File: config.mk
export PLATFORM = sky130hd
export DESIGN_NAME = pcdl_port_mux
export DESIGN_NICKNAME = d
export VERILOG_FILES = /design/src/pcdl_pkg.sv /design/src/pcdl_port_mux.sv /design/src/pcdl_pin_cell.sv /design/src/pcdl_apb_slave.sv
export VERILOG_INCLUDE_DIRS = /design/src
export SDC_FILE = /design/constraint.sdc
export NUM_CORES = 1
export LEC_CHECK = 0
export BUFFER_PORTS_ARGS = -buffer_cell sky130_fd_sc_hd__buf_2
export CAP_MARGIN = 20
export CORE_UTILIZATION = 49
export CTS_BUF_LIST = sky130_fd_sc_hd__clkbuf_8
export CTS_CLUSTER_DIAMETER = 40
export CTS_CLUSTER_SIZE = 28
export DETAILED_ROUTE_END_ITERATION = 10
export GPL_ROUTABILITY_DRIVEN = 0
export MAX_ROUTING_LAYER = met4
export PLACE_DENSITY = 0.88
export SETUP_SLACK_MARGIN = 0.1
export SKIP_LAST_GASP = 1
export SLEW_MARGIN = 15
export SYNTH_ARGS = -nofsm -noshare
export SYNTH_HDL_FRONTEND = slang
export SYNTH_SLANG_ARGS = --single-unit
File: constraint.sdc
create_clock -name pclk -period 2.7 [get_ports pclk]
set_clock_uncertainty 0.2 [all_clocks]
set_input_delay 0.135 -clock pclk [delete_from_list [all_inputs] [get_ports pclk]]
set_output_delay 0.135 -clock pclk [all_outputs]
set_load 0.02 [all_outputs]
File: src/pcdl_defs.svh
`ifndef PCDL_DEFS_SVH
`define PCDL_DEFS_SVH

// register indices; the byte address on the bus is four times the index
`define PCDL_IDX_FIRST_DATA 12'h007
`define PCDL_IDX_SECOND_DATA 12'h008
`define PCDL_IDX_THIRD_DATA 12'h009
`define PCDL_IDX_FIRST_DIR 12'h087
`define PCDL_IDX_SECOND_DIR 12'h088
`define PCDL_IDX_THIRD_DIR 12'h089
`define PCDL_IDX_SEG_ENABLE 12'h10D

// reset values
`define PCDL_RST_FIRST_DATA 6'h00
`define PCDL_RST_FIRST_DIR 6'h3F
`define PCDL_RST_PORT_DATA 8'h00
`define PCDL_RST_PORT_DIR 8'hFF
`define PCDL_RST_SEG_ENABLE 8'hFF

// segment-enable field positions, bit 7 down: 29 27 20 16 12 9 5 0
`define PCDL_SE_GROUP_0 0
`define PCDL_SE_GROUP_5 1
`define PCDL_SE_GROUP_9 2
`define PCDL_SE_GROUP_12 3
`define PCDL_SE_GROUP_16 4
`define PCDL_SE_GROUP_20 5
`define PCDL_SE_GROUP_27 6
`define PCDL_SE_GROUP_29 7

// bidirectional pin masks: second port, first port, none
`define PCDL_SECOND_BIDIR_MASK 8'h1F
`define PCDL_FIRST_BIDIR_MASK 6'h3F
`define PCDL_NO_BIDIR_MASK 8'h00

`endif

File: src/pcdl_pkg.sv
package pcdl_pkg;

  // apb slave phase, one-hot
  typedef enum logic [2:0] {
    PCDL_IDLE = 3'b001,
    PCDL_WAIT = 3'b010,
    PCDL_DONE = 3'b100
  } pcdl_phase_t;

  typedef struct packed {
    pcdl_phase_t phase;
    logic ready;
    logic err;
  } pcdl_apb_state_t;

  typedef struct packed {
    logic [5:0] first_data;
    logic [5:0] first_dir;
    logic [7:0] second_data;
    logic [7:0] second_dir;
    logic [7:0] third_dir;
    logic [7:0] seg_enable;
    logic [31:0] rdata;
    logic third_pin7_digital;
  } pcdl_regs_t;

endpackage

File: src/pcdl_port_mux.sv
// The APB slave port was left to the implementer.
`timescale 1ns/100ps
`include "pcdl_defs.svh"

// Summary of operation
// (RQ1) first port keeps bits 5:0 of data and direction; bits 7:6 read zero
// (RQ2) direction bit one makes a pin input, zero makes it output
// (RQ3) first port data latch unknown at power-on, kept across other resets
// (RQ4) first port direction resets to all ones on every reset
// (RQ5) first port pins shared with timer, capture/pwm and serial port functions
// (RQ6) second port pins 0..4 are bidirectional or lcd segments 0..4
// (RQ7) second port pins 5..7 are digital inputs or lcd segment/common drivers
// (RQ8) second port direction acts only on pins 0..4 while digital
// (RQ9) power-on reset gives all shared pins to the lcd, segment enables ones
// (RQ10) software clears a group enable before using those pins digitally
// (RQ11) a set segment enable overrides direction; lcd drives the pin
// (RQ12) third port is input only; bits 0..6 segments 5..11, bit 7 segment 27
// (RQ13) third port and sixth port pin 7 digital only when groups 5,9,27 clear
// (RQ14) second port direction resets to all ones on every reset
// (RQ15) third port direction resets to all ones on every reset
// (RQ16) reading a port returns pin levels; writing loads the output latch
// (RQ17) an enabled peripheral overrides a first port pin's direction
// (RQ18) group 0 covers second pins 0..4, group 29 pins 5..7; data resets zero
// (RQ19) segment enable register at 10Dh, groups 29,27,20,16,12,9,5,0, read/write

module pcdl_port_mux import pcdl_pkg::*; (
  input wire logic pclk,
  input wire logic presetn,
  input wire logic sys_reset_req,
  input wire logic psel,
  input wire logic penable,
  input wire logic pwrite,
  input wire logic [11:0] paddr,
  input wire logic [31:0] pwdata,
  output logic [31:0] prdata,
  output logic pready,
  output logic pslverr,
  input wire logic [5:0] first_port_pin_in,
  output logic [5:0] first_port_pin_out,
  output logic [5:0] first_port_pin_oe,
  input wire logic [5:0] periph_en,
  input wire logic [5:0] periph_out,
  input wire logic [5:0] periph_oe,
  input wire logic [7:0] second_port_pin_in,
  output logic [7:0] second_port_pin_out,
  output logic [7:0] second_port_pin_oe,
  input wire logic [7:0] lcd_second_drive,
  input wire logic [7:0] third_port_pin_in,
  output logic [7:0] third_port_pin_out,
  output logic [7:0] third_port_pin_oe,
  input wire logic [7:0] lcd_third_drive,
  output logic [7:0] seg_pin_enable,
  output logic sixth_port_pin7_digital
);

  ////////////////////////////////////////////////////////////////////////////
  // helpers

  // byte address of a register index
  function automatic logic [11:0] byte_addr(input logic [11:0] idx);
    byte_addr = {idx[9:0], 2'b00};
  endfunction

  // true when the bus address selects the given register
  function automatic logic hit(input logic [11:0] addr, input logic [11:0] idx);
    hit = (addr == byte_addr(idx));
  endfunction

  ////////////////////////////////////////////////////////////////////////////
  // bus slave

  logic prep;
  logic commit;
  logic addr_hit;

  pcdl_apb_slave u_apb (
    .pclk(pclk),
    .presetn(presetn),
    .psel(psel),
    .penable(penable),
    .addr_hit(addr_hit),
    .prep(prep),
    .commit(commit),
    .pready(pready),
    .pslverr(pslverr)
  );

  // address decode for every mapped word
  always_comb begin
    if (hit(paddr, `PCDL_IDX_FIRST_DATA)) begin
      addr_hit = 1'b1;
    end else if (hit(paddr, `PCDL_IDX_SECOND_DATA)) begin
      addr_hit = 1'b1;
    end else if (hit(paddr, `PCDL_IDX_THIRD_DATA)) begin
      addr_hit = 1'b1;
    end else if (hit(paddr, `PCDL_IDX_FIRST_DIR)) begin
      addr_hit = 1'b1;
    end else if (hit(paddr, `PCDL_IDX_SECOND_DIR)) begin
      addr_hit = 1'b1;
    end else if (hit(paddr, `PCDL_IDX_THIRD_DIR)) begin
      addr_hit = 1'b1;
    end else if (hit(paddr, `PCDL_IDX_SEG_ENABLE)) begin
      addr_hit = 1'b1;
    end else begin
      addr_hit = 1'b0;
    end
  end

  ////////////////////////////////////////////////////////////////////////////
  // register state

  pcdl_regs_t r_q;
  pcdl_regs_t r_d;
  logic [7:0] rd_word;
  logic [7:0] wbyte;
  logic third_digital;

  assign wbyte = pwdata[7:0];

  // the third port is released only when all three of its groups are clear
  assign third_digital = ~(r_q.seg_enable[`PCDL_SE_GROUP_5] |
                           r_q.seg_enable[`PCDL_SE_GROUP_9] |
                           r_q.seg_enable[`PCDL_SE_GROUP_27]); // RQ13

  // read mux; port words show the pins, not the latches
  always_comb begin
    if (hit(paddr, `PCDL_IDX_FIRST_DATA)) begin
      rd_word = {2'b00, first_port_pin_in}; // RQ16 RQ1
    end else if (hit(paddr, `PCDL_IDX_SECOND_DATA)) begin
      rd_word = second_port_pin_in; // RQ16
    end else if (hit(paddr, `PCDL_IDX_THIRD_DATA)) begin
      rd_word = third_port_pin_in; // RQ16
    end else if (hit(paddr, `PCDL_IDX_FIRST_DIR)) begin
      rd_word = {2'b00, r_q.first_dir}; // RQ1
    end else if (hit(paddr, `PCDL_IDX_SECOND_DIR)) begin
      rd_word = r_q.second_dir;
    end else if (hit(paddr, `PCDL_IDX_THIRD_DIR)) begin
      rd_word = r_q.third_dir;
    end else if (hit(paddr, `PCDL_IDX_SEG_ENABLE)) begin
      rd_word = r_q.seg_enable; // RQ19
    end else begin
      rd_word = 8'h00;
    end
  end

  // register next state: bus writes, then resets
  always_comb begin
    r_d = r_q;
    r_d.third_pin7_digital = third_digital; // RQ13
    if (prep && !pwrite) begin
      r_d.rdata = {24'h000000, rd_word};
    end
    if (commit && pwrite) begin
      if (hit(paddr, `PCDL_IDX_FIRST_DATA)) begin
        r_d.first_data = wbyte[5:0]; // RQ16 RQ1
      end else if (hit(paddr, `PCDL_IDX_SECOND_DATA)) begin
        r_d.second_data = wbyte; // RQ16
      end else if (hit(paddr, `PCDL_IDX_FIRST_DIR)) begin
        r_d.first_dir = wbyte[5:0]; // RQ1
      end else if (hit(paddr, `PCDL_IDX_SECOND_DIR)) begin
        r_d.second_dir = wbyte;
      end else if (hit(paddr, `PCDL_IDX_THIRD_DIR)) begin
        r_d.third_dir = wbyte;
      end else if (hit(paddr, `PCDL_IDX_SEG_ENABLE)) begin
        r_d.seg_enable = wbyte; // RQ19
      end
    end
    // a non power-on reset wins over a write in the same cycle;
    // the first port latch is deliberately left alone
    if (sys_reset_req) begin
      r_d.first_dir = `PCDL_RST_FIRST_DIR; // RQ4 RQ3
      r_d.second_dir = `PCDL_RST_PORT_DIR; // RQ14
      r_d.third_dir = `PCDL_RST_PORT_DIR; // RQ15
      r_d.second_data = `PCDL_RST_PORT_DATA; // RQ18
      r_d.seg_enable = `PCDL_RST_SEG_ENABLE; // RQ9
    end
  end

  // power-on reset; the first port latch has no defined value, zero is used
  always_ff @(posedge pclk or negedge presetn) begin
    if (!presetn) begin
      r_q.first_data <= `PCDL_RST_FIRST_DATA; // RQ3
      r_q.first_dir <= `PCDL_RST_FIRST_DIR; // RQ4
      r_q.second_data <= `PCDL_RST_PORT_DATA; // RQ18
      r_q.second_dir <= `PCDL_RST_PORT_DIR; // RQ14
      r_q.third_dir <= `PCDL_RST_PORT_DIR; // RQ15
      r_q.seg_enable <= `PCDL_RST_SEG_ENABLE; // RQ9
      r_q.rdata <= 32'h00000000;
      r_q.third_pin7_digital <= 1'b0;
    end else begin
      r_q <= r_d;
    end
  end

  assign prdata = r_q.rdata;
  assign seg_pin_enable = r_q.seg_enable;
  assign sixth_port_pin7_digital = r_q.third_pin7_digital;

  ////////////////////////////////////////////////////////////////////////////
  // pin ownership

  logic [7:0] second_lcd_own;
  logic [7:0] third_lcd_own;

  // group 0 holds pins 0..4, group 29 pins 5..7
  assign second_lcd_own = {{3{r_q.seg_enable[`PCDL_SE_GROUP_29]}},
                           {5{r_q.seg_enable[`PCDL_SE_GROUP_0]}}}; // RQ18 RQ6 RQ7
  // one ownership for the whole third port, matching the release condition
  assign third_lcd_own = {8{~third_digital}}; // RQ12

  ////////////////////////////////////////////////////////////////////////////
  // pin drivers

  // first port: all six pins bidirectional, peripherals may take over
  pcdl_pin_cell #(.W(6)) u_first (
    .pclk(pclk),
    .presetn(presetn),
    .bidir_mask(`PCDL_FIRST_BIDIR_MASK),
    .latch(r_q.first_data),
    .dir(r_q.first_dir),
    .lcd_own(6'h00),
    .lcd_value(6'h00),
    .periph_en(periph_en), // RQ5 RQ17
    .periph_out(periph_out),
    .periph_oe(periph_oe),
    .pin_out(first_port_pin_out),
    .pin_oe(first_port_pin_oe)
  );

  // second port: pins 5..7 can only listen once the lcd lets go
  pcdl_pin_cell #(.W(8)) u_second (
    .pclk(pclk),
    .presetn(presetn),
    .bidir_mask(`PCDL_SECOND_BIDIR_MASK), // RQ8
    .latch(r_q.second_data),
    .dir(r_q.second_dir),
    .lcd_own(second_lcd_own), // RQ11
    .lcd_value(lcd_second_drive),
    .periph_en(8'h00),
    .periph_out(8'h00),
    .periph_oe(8'h00),
    .pin_out(second_port_pin_out),
    .pin_oe(second_port_pin_oe)
  );

  // third port: input only; its direction word is storage with no effect
  pcdl_pin_cell #(.W(8)) u_third (
    .pclk(pclk),
    .presetn(presetn),
    .bidir_mask(`PCDL_NO_BIDIR_MASK), // RQ12
    .latch(8'h00),
    .dir(r_q.third_dir),
    .lcd_own(third_lcd_own), // RQ11
    .lcd_value(lcd_third_drive),
    .periph_en(8'h00),
    .periph_out(8'h00),
    .periph_oe(8'h00),
    .pin_out(third_port_pin_out),
    .pin_oe(third_port_pin_oe)
  );

endmodule

File: src/pcdl_pin_cell.sv
`timescale 1ns/100ps
`include "pcdl_defs.svh"

module pcdl_pin_cell import pcdl_pkg::*; #(
  parameter int W = 8
) (
  input wire logic pclk,
  input wire logic presetn,
  input wire logic [W-1:0] bidir_mask,
  input wire logic [W-1:0] latch,
  input wire logic [W-1:0] dir,
  input wire logic [W-1:0] lcd_own,
  input wire logic [W-1:0] lcd_value,
  input wire logic [W-1:0] periph_en,
  input wire logic [W-1:0] periph_out,
  input wire logic [W-1:0] periph_oe,
  output logic [W-1:0] pin_out,
  output logic [W-1:0] pin_oe
);

  typedef struct packed {
    logic [W-1:0] out;
    logic [W-1:0] oe;
  } pcdl_cell_t;

  pcdl_cell_t s_q;
  pcdl_cell_t s_d;

  // per pin: lcd first, then an enabled peripheral, then the port latch
  always_comb begin
    s_d = s_q;
    for (int i = 0; i < W; i++) begin
      if (lcd_own[i]) begin
        s_d.out[i] = lcd_value[i]; // RQ11
        s_d.oe[i] = 1'b1;
      end else if (periph_en[i]) begin
        s_d.out[i] = periph_out[i]; // RQ17
        s_d.oe[i] = periph_oe[i];
      end else if (bidir_mask[i]) begin
        s_d.out[i] = latch[i];
        s_d.oe[i] = ~dir[i]; // RQ2 RQ8
      end else begin
        // input-only pins never drive once the lcd lets go
        s_d.out[i] = 1'b0;
        s_d.oe[i] = 1'b0;
      end
    end
  end

  always_ff @(posedge pclk or negedge presetn) begin
    if (!presetn) begin
      s_q <= '0;
    end else begin
      s_q <= s_d;
    end
  end

  assign pin_out = s_q.out;
  assign pin_oe = s_q.oe;

endmodule

File: src/pcdl_apb_slave.sv
`timescale 1ns/100ps
`include "pcdl_defs.svh"

module pcdl_apb_slave import pcdl_pkg::*; (
  input wire logic pclk,
  input wire logic presetn,
  input wire logic psel,
  input wire logic penable,
  input wire logic addr_hit,
  output logic prep,
  output logic commit,
  output logic pready,
  output logic pslverr
);

  pcdl_apb_state_t s_q;
  pcdl_apb_state_t s_d;

  // one wait state: the first access cycle prepares read data,
  // the second raises pready; a fixed answer keeps the bench simple
  always_comb begin
    s_d = s_q;
    case (s_q.phase)
      PCDL_IDLE: begin
        if (psel && penable) begin
          s_d.phase = PCDL_WAIT;
          s_d.ready = 1'b1;
          s_d.err = ~addr_hit;
        end
      end
      PCDL_WAIT: begin
        s_d.phase = PCDL_DONE;
        s_d.ready = 1'b0;
        s_d.err = 1'b0;
      end
      PCDL_DONE: begin
        s_d.phase = PCDL_IDLE;
      end
      default: begin
        s_d.phase = PCDL_IDLE;
        s_d.ready = 1'b0;
        s_d.err = 1'b0;
      end
    endcase
  end

  always_ff @(posedge pclk or negedge presetn) begin
    if (!presetn) begin
      s_q <= '{phase: PCDL_IDLE, ready: 1'b0, err: 1'b0};
    end else begin
      s_q <= s_d;
    end
  end

  assign prep = (s_q.phase == PCDL_IDLE) && psel && penable;
  // writes land only at the edge where pready is seen high
  assign commit = (s_q.phase == PCDL_WAIT) && psel && penable;
  assign pready = s_q.ready;
  assign pslverr = s_q.err;

endmodule

======== Yosys cells after proc, flatten, opt, wreduce, memory -nomap -nowiden ========
Cells that the tools add are included.
cells by class
  equal/unequal tests ..................... 16
  muxes and demuxes ....................... 65
  bitwise logic cells ..................... 16
  reductions and logical operators ........ 21
operators with widths
  cell                  count
  $mux 38               3
  $mux 8                12
  $mux 24               2
  $mux 1                42
  $eq 12x10->1 const B  3
  $eq 12x6->1 const B   2
  $mux 16               1
  $not 1->1             14
  $eq 12x11->1 const B  1
  $eq 12x5->1 const B   1
  $mux 6                2
  $reduce_bool 2->1     6
  $ne 2x2->1 const B    5
  $logic_and 1x1->1     7
  $reduce_and 7->1      1
  $pmux 3 s2            1
  $reduce_and 6->1      1
  $mux 5                1
  $reduce_and 5->1      1
  $pmux 2 s2            1
  $reduce_and 2->1      2
  $reduce_and 4->1      1
  $eq 3x1->1 const B    1
  $eq 3x2->1 const B    1
  5 further kinds       6
word-level totals
  register bits ........................... 90
  input bits .............................. 106

======== Depth between registers and ports, before layout ========
  depth after elaboration ................. 11
  gate-level depth with buffers ........... 9

======== Modules after synthesis ========
From an unflattened synthesis, not the netlist that was laid out.
unflattened totals
  cell total of the unflattened synthesis .. 574
  area total of the unflattened synthesis .. 5520.3 um^2
by module, submodules not included
  module                         times used  cells each  area each (um^2)  seq. area each (um^2)
  pcdl_port_mux                  1           352         3298.2            1363.8
  pcdl_pin_cell at u_second ...  2           72          720.7             400.4
  pcdl_pin_cell at u_first       1           54          540.5             300.3
  pcdl_apb_slave                 1           24          240.2             126.4

======== Worst setup path before layout ========
Ideal clock, no wire load.
  path type ............................... reg-to-reg
  from .................................... reg u_apb.s_q[2] (netlist bit)
  to ...................................... reg r_q (netlist bit prdata[1])
  arrival ................................. 1.884 ns
  required time ........................... 2.424 ns
  path slack .............................. 0.539 ns
  stages on the path, launching flop included .. 7
  path buffers ............................ 1
  period minus slack after synthesis ...... 2.161 ns
  cell sequence ........................... dfstp_2 -> or3b_1 -> or3_1 -> clkbuf_1 -> nor2_1 -> a41oi_1 -> o21ai_1
on the way
  word-level cells in the longest chain between the ends .. 4
RTL lines
  element                          RTL line              RTL
  start: declaration               pcdl_apb_slave.sv:16  pcdl_apb_state_t s_q;
  start signal: assignment         pcdl_apb_slave.sv:49  s_q <= '{phase: PCDL_IDLE, ready: 1'b0, err: 1'b0};
  $eq 3x1->1                       pcdl_apb_slave.sv:55  assign prep = (s_q.phase == PCDL_IDLE) && psel && penable;
  $logic_and 1x1->1 (2 in series)  pcdl_apb_slave.sv:55
  $logic_and 1x1->1                pcdl_port_mux.sv:150  if (prep && !pwrite) begin
  end signal: assignment           pcdl_port_mux.sv:191  r_q <= r_d;
  end: declaration                 pcdl_port_mux.sv:112  pcdl_regs_t r_q;
Every way passes these cells.
A chain may end at the register's enable or synchronous reset.

======== Final worst setup path ========
  from .................................... reg u_apb.s_q[2] (netlist bit)
  to ...................................... reg r_q (netlist bit prdata[7])
Same word-level chain as after synthesis.

==> out/qor.txt <==
final worst setup slack: 224 ps
vias in the first global route: 4071
# DRC: 0
post-synthesis cell count: 426
WL/cell: 17.1 µm
YS warnings: 0
endpoints failing hold: 0
initial DRC count: 191
post-synthesis mux area share: 5.26%
reg2reg start: u_apb.s_q[2]
critical path class: flop to flop
Slew @ Worst Pin: 865 ps
area share of and/or/nand/nor cells after synthesis: 17.9%
Fin Hold WS: 87.2 ps
share of layout cells above drive strength 1: 38.4%
Worst IR Drop VDD: 0.275 mV
Final Power: 0.00271 W
share of the synthesized area in the top cell type: 33.0%
grt total ovfl: 0
die width: 97.6 µm
MaxCap Viol Count: 0
Core ar.: 8760 µm²
Routed WL: 12.5 mm
hold crit path type: primary input to flop
period utilisation layout: 91.7%
cell count after placement: 648
FP Rows: 34
Synth Area in Compound Gates: 14.4%
area of the multi-input gates: 1790 µm²
gr usage total: 28.2%
largest net degree at the start of global routing: 71
Setup TNS Final: 0 ps
sequential fraction of the synthesis area: 51.2%
Synth Area in XOR/XNOR: 0%
startpoint types: flop
RSZ-0062 raised after global routing: false
boundary pin count: 193
# nets final: 723
Top delay family on crit path: simple AND/OR/NAND/NOR gates
first drt pass iteration count: 4
CP startpoint: u_apb.s_q[2]
n_diodes: 0
HPWL after detailed placement: 8.48 mm
Final setup viols: 0
pre-CTS WS: 290 ps
fmax: 404 MHz
CP bufs+invs: 2
H-tree depth: 3
Skew-Pair Late Insertion Delay: 370 ps
Starting Density: 51.1%
number of enable flip-flop cells after synthesis: 0
syn avg cell area: 10.5 µm²
slowest stage delay, CP: 550 ps
clk buf depth: 2
first-pass GRT wire length: 20.4 mm
outcome: finished clean
slowest stage cell, crit path: dfstp_2
CP Cell Sequence: or3b_4, or3_4, buf_4, nand2_1, a2bb2oi_1, dlygate4sd3_1
synth-to-layout area growth: 33.4%
clk slew on worst S/H paths: 100 ps
min-delay src: psel
Sequential Area: 2290 µm²
Cell Pwr Density: 454 nW/µm²
Post-synth ARST share: 100%
Critical Path RT: 2760 ps
Cell Area, Synth: 4480 µm²
Die Y: 97.6 µm
Synth Area in Adders: 0%
DIE AREA: 9520 µm²
Static Leak: 2.82 nW
Max-Slew Margin vs Limit: 42.4%
initial antenna violation count: 0
CTS tree: done
fillers: 647
Final Max Slew Viols: 0
Root Driver: clkbuf_8
Synth cell types: 49
clk sinks: 90
Via Count: 3986
routed vias/inst: 5.46
main area contributors after synthesis: dfrtp_1, dfstp_2, buf_4, nand2_1, mux2_2
CP Max Fanout: 14
post-synth top area cell: dfrtp_1
minimum clock period: 2480 ps
cts bufs inserted: 9
register bit total from synthesis: 90
ANT nets after route: 0
PortBufs: 144
Worst Setup End Kind: flop
combinational family with the most area after synthesis: simple AND/OR/NAND/NOR gates
Worst EP arrival: 2540 ps
Main synth FF type: dfrtp_1
Non-Filler Instances: 730
[cell usage after synthesis, types with 2 or more instances]
cell and number:
and3_1 8, nand2b_1 12, nand2_1 38, dfstp_2 31
and2_1 3, mux2i_1 10, a2bb2oi_1 7, mux2_2 12
nor4_1 2, o21ai_1 6, a21oi_1 9, a211oi_1 6
clkbuf_1 15, nor2_1 20, nor2b_1 10, a211o_1 6
dfrtp_1 59, o21ai_0 18, o211ai_1 14, or3_1 2
o21bai_1 2, buf_2 8, buf_4 49, inv_1 8
nor3_1 3, a31oi_1 6, or4_1 7, nand4_1 11
nand3_1 5, or4b_2 6, o2111ai_1 11, a22o_1 5
[layout by cell type (no fill, tap or decap), types with 11 or more instances in the layout]
cell and count:
buf_2 143, dlygate4sd3_1 64, dfrtp_1 59, nand2_1 38, dfstp_2 31, conb_1 24
buf_4 22, nor2_1 19, o21ai_0 18, o211ai_1 14, mux2_2 12, nand2b_1 12
nand4_1 11, o2111ai_1 11
[power by group]
| group | leakage, nW | internal, W | switching [W] | total (W) |
|---|---|---|---|---|
| clock | 0.0931 | 0.000361 | 0.000538 | 0.000899 |
| combinational | 1.66 | 0.000179 | 0.000229 | 0.000408 |
| sequential | 1.06 | 0.00139 | 0.0000159 | 0.00140 |
[registers in the layout (all words and copies together) (netlist names), 3 cells and up]
| name | cells |
|---|---|
| r_q | 33 |
| u_second.pin_out | 8 |
| u_first.pin_out | 6 |
| seg_pin_enable | 8 |
| u_second.pin_oe | 6 |
| prdata | 8 |
| u_third.pin_out | 8 |
| u_first.pin_oe | 6 |
| u_apb.s_q | 3 |
[cell families after synthesis]
| group | after synthesis |
|---|---|
| simple gates | 139 |
| mux | 22 |
| buf+inv | 81 |
| compound gates | 93 |
| flops | 90 |
| other cells | 1 |
[timing repair]
item	CTS	global route
gates resized for setup	0	3
buffers inserted	0	2
endpoints found under the setup margin	0	1
hold endpoints to repair	133	0
hold buffers	64	0
[path summary, 6_finish.rpt]
kind	cells past startpoint	slack [ps]	end
max in group asynchronous	3	1290	seg_pin_enable[6]
worst min register to register	0	250	u_second.pin_oe[5]
worst max-delay path	6	220	prdata[7]
worst min-delay path	5	90	u_apb.pready
worst max register to register	6	220	prdata[7]
min in group asynchronous	2	210	u_third.pin_out[1]
[routing by layer]
layer	vias to the layer above	track usage [%]	share of wire, %	wire length (µm)
met5	-	-	0	0
met1	1920	34.7	41	5140
met3	27	5.47	6.9	865
li1	1851	-	-	-
met4	0	9.84	2.5	318
met2	188	46.4	49	6170
[worst register-to-register path, cell delays in order (launching register included)]
cell and delay, ps:
dfstp_2 550, or3b_4 390, or3_4 340, buf_4 200, nand2_1 80, a2bb2oi_1 60
dlygate4sd3_1 550
[per-stage QoR]
stage / utilization (%) / cell area (µm²)
final: 68.1 / 5970
after global routing: 68.1 / 5970
after CTS: 67.8 / 5940
after detailed placement: 58.3 / 5110
after global placement: 58.3 / 5110
after floorplan: - / 4560
[cell type report]
type	count	share of cell area (%)
Multi-Input combinational cell	278	30.0
Clock inverter	7	1.19
Clock buffer	9	2.08
Inverter	9	0.566
Sequential cell	90	38.4
Tap cell	108	2.26
Timing Repair Buffer	229	25.5
Power figures use the tool's default switching activity.
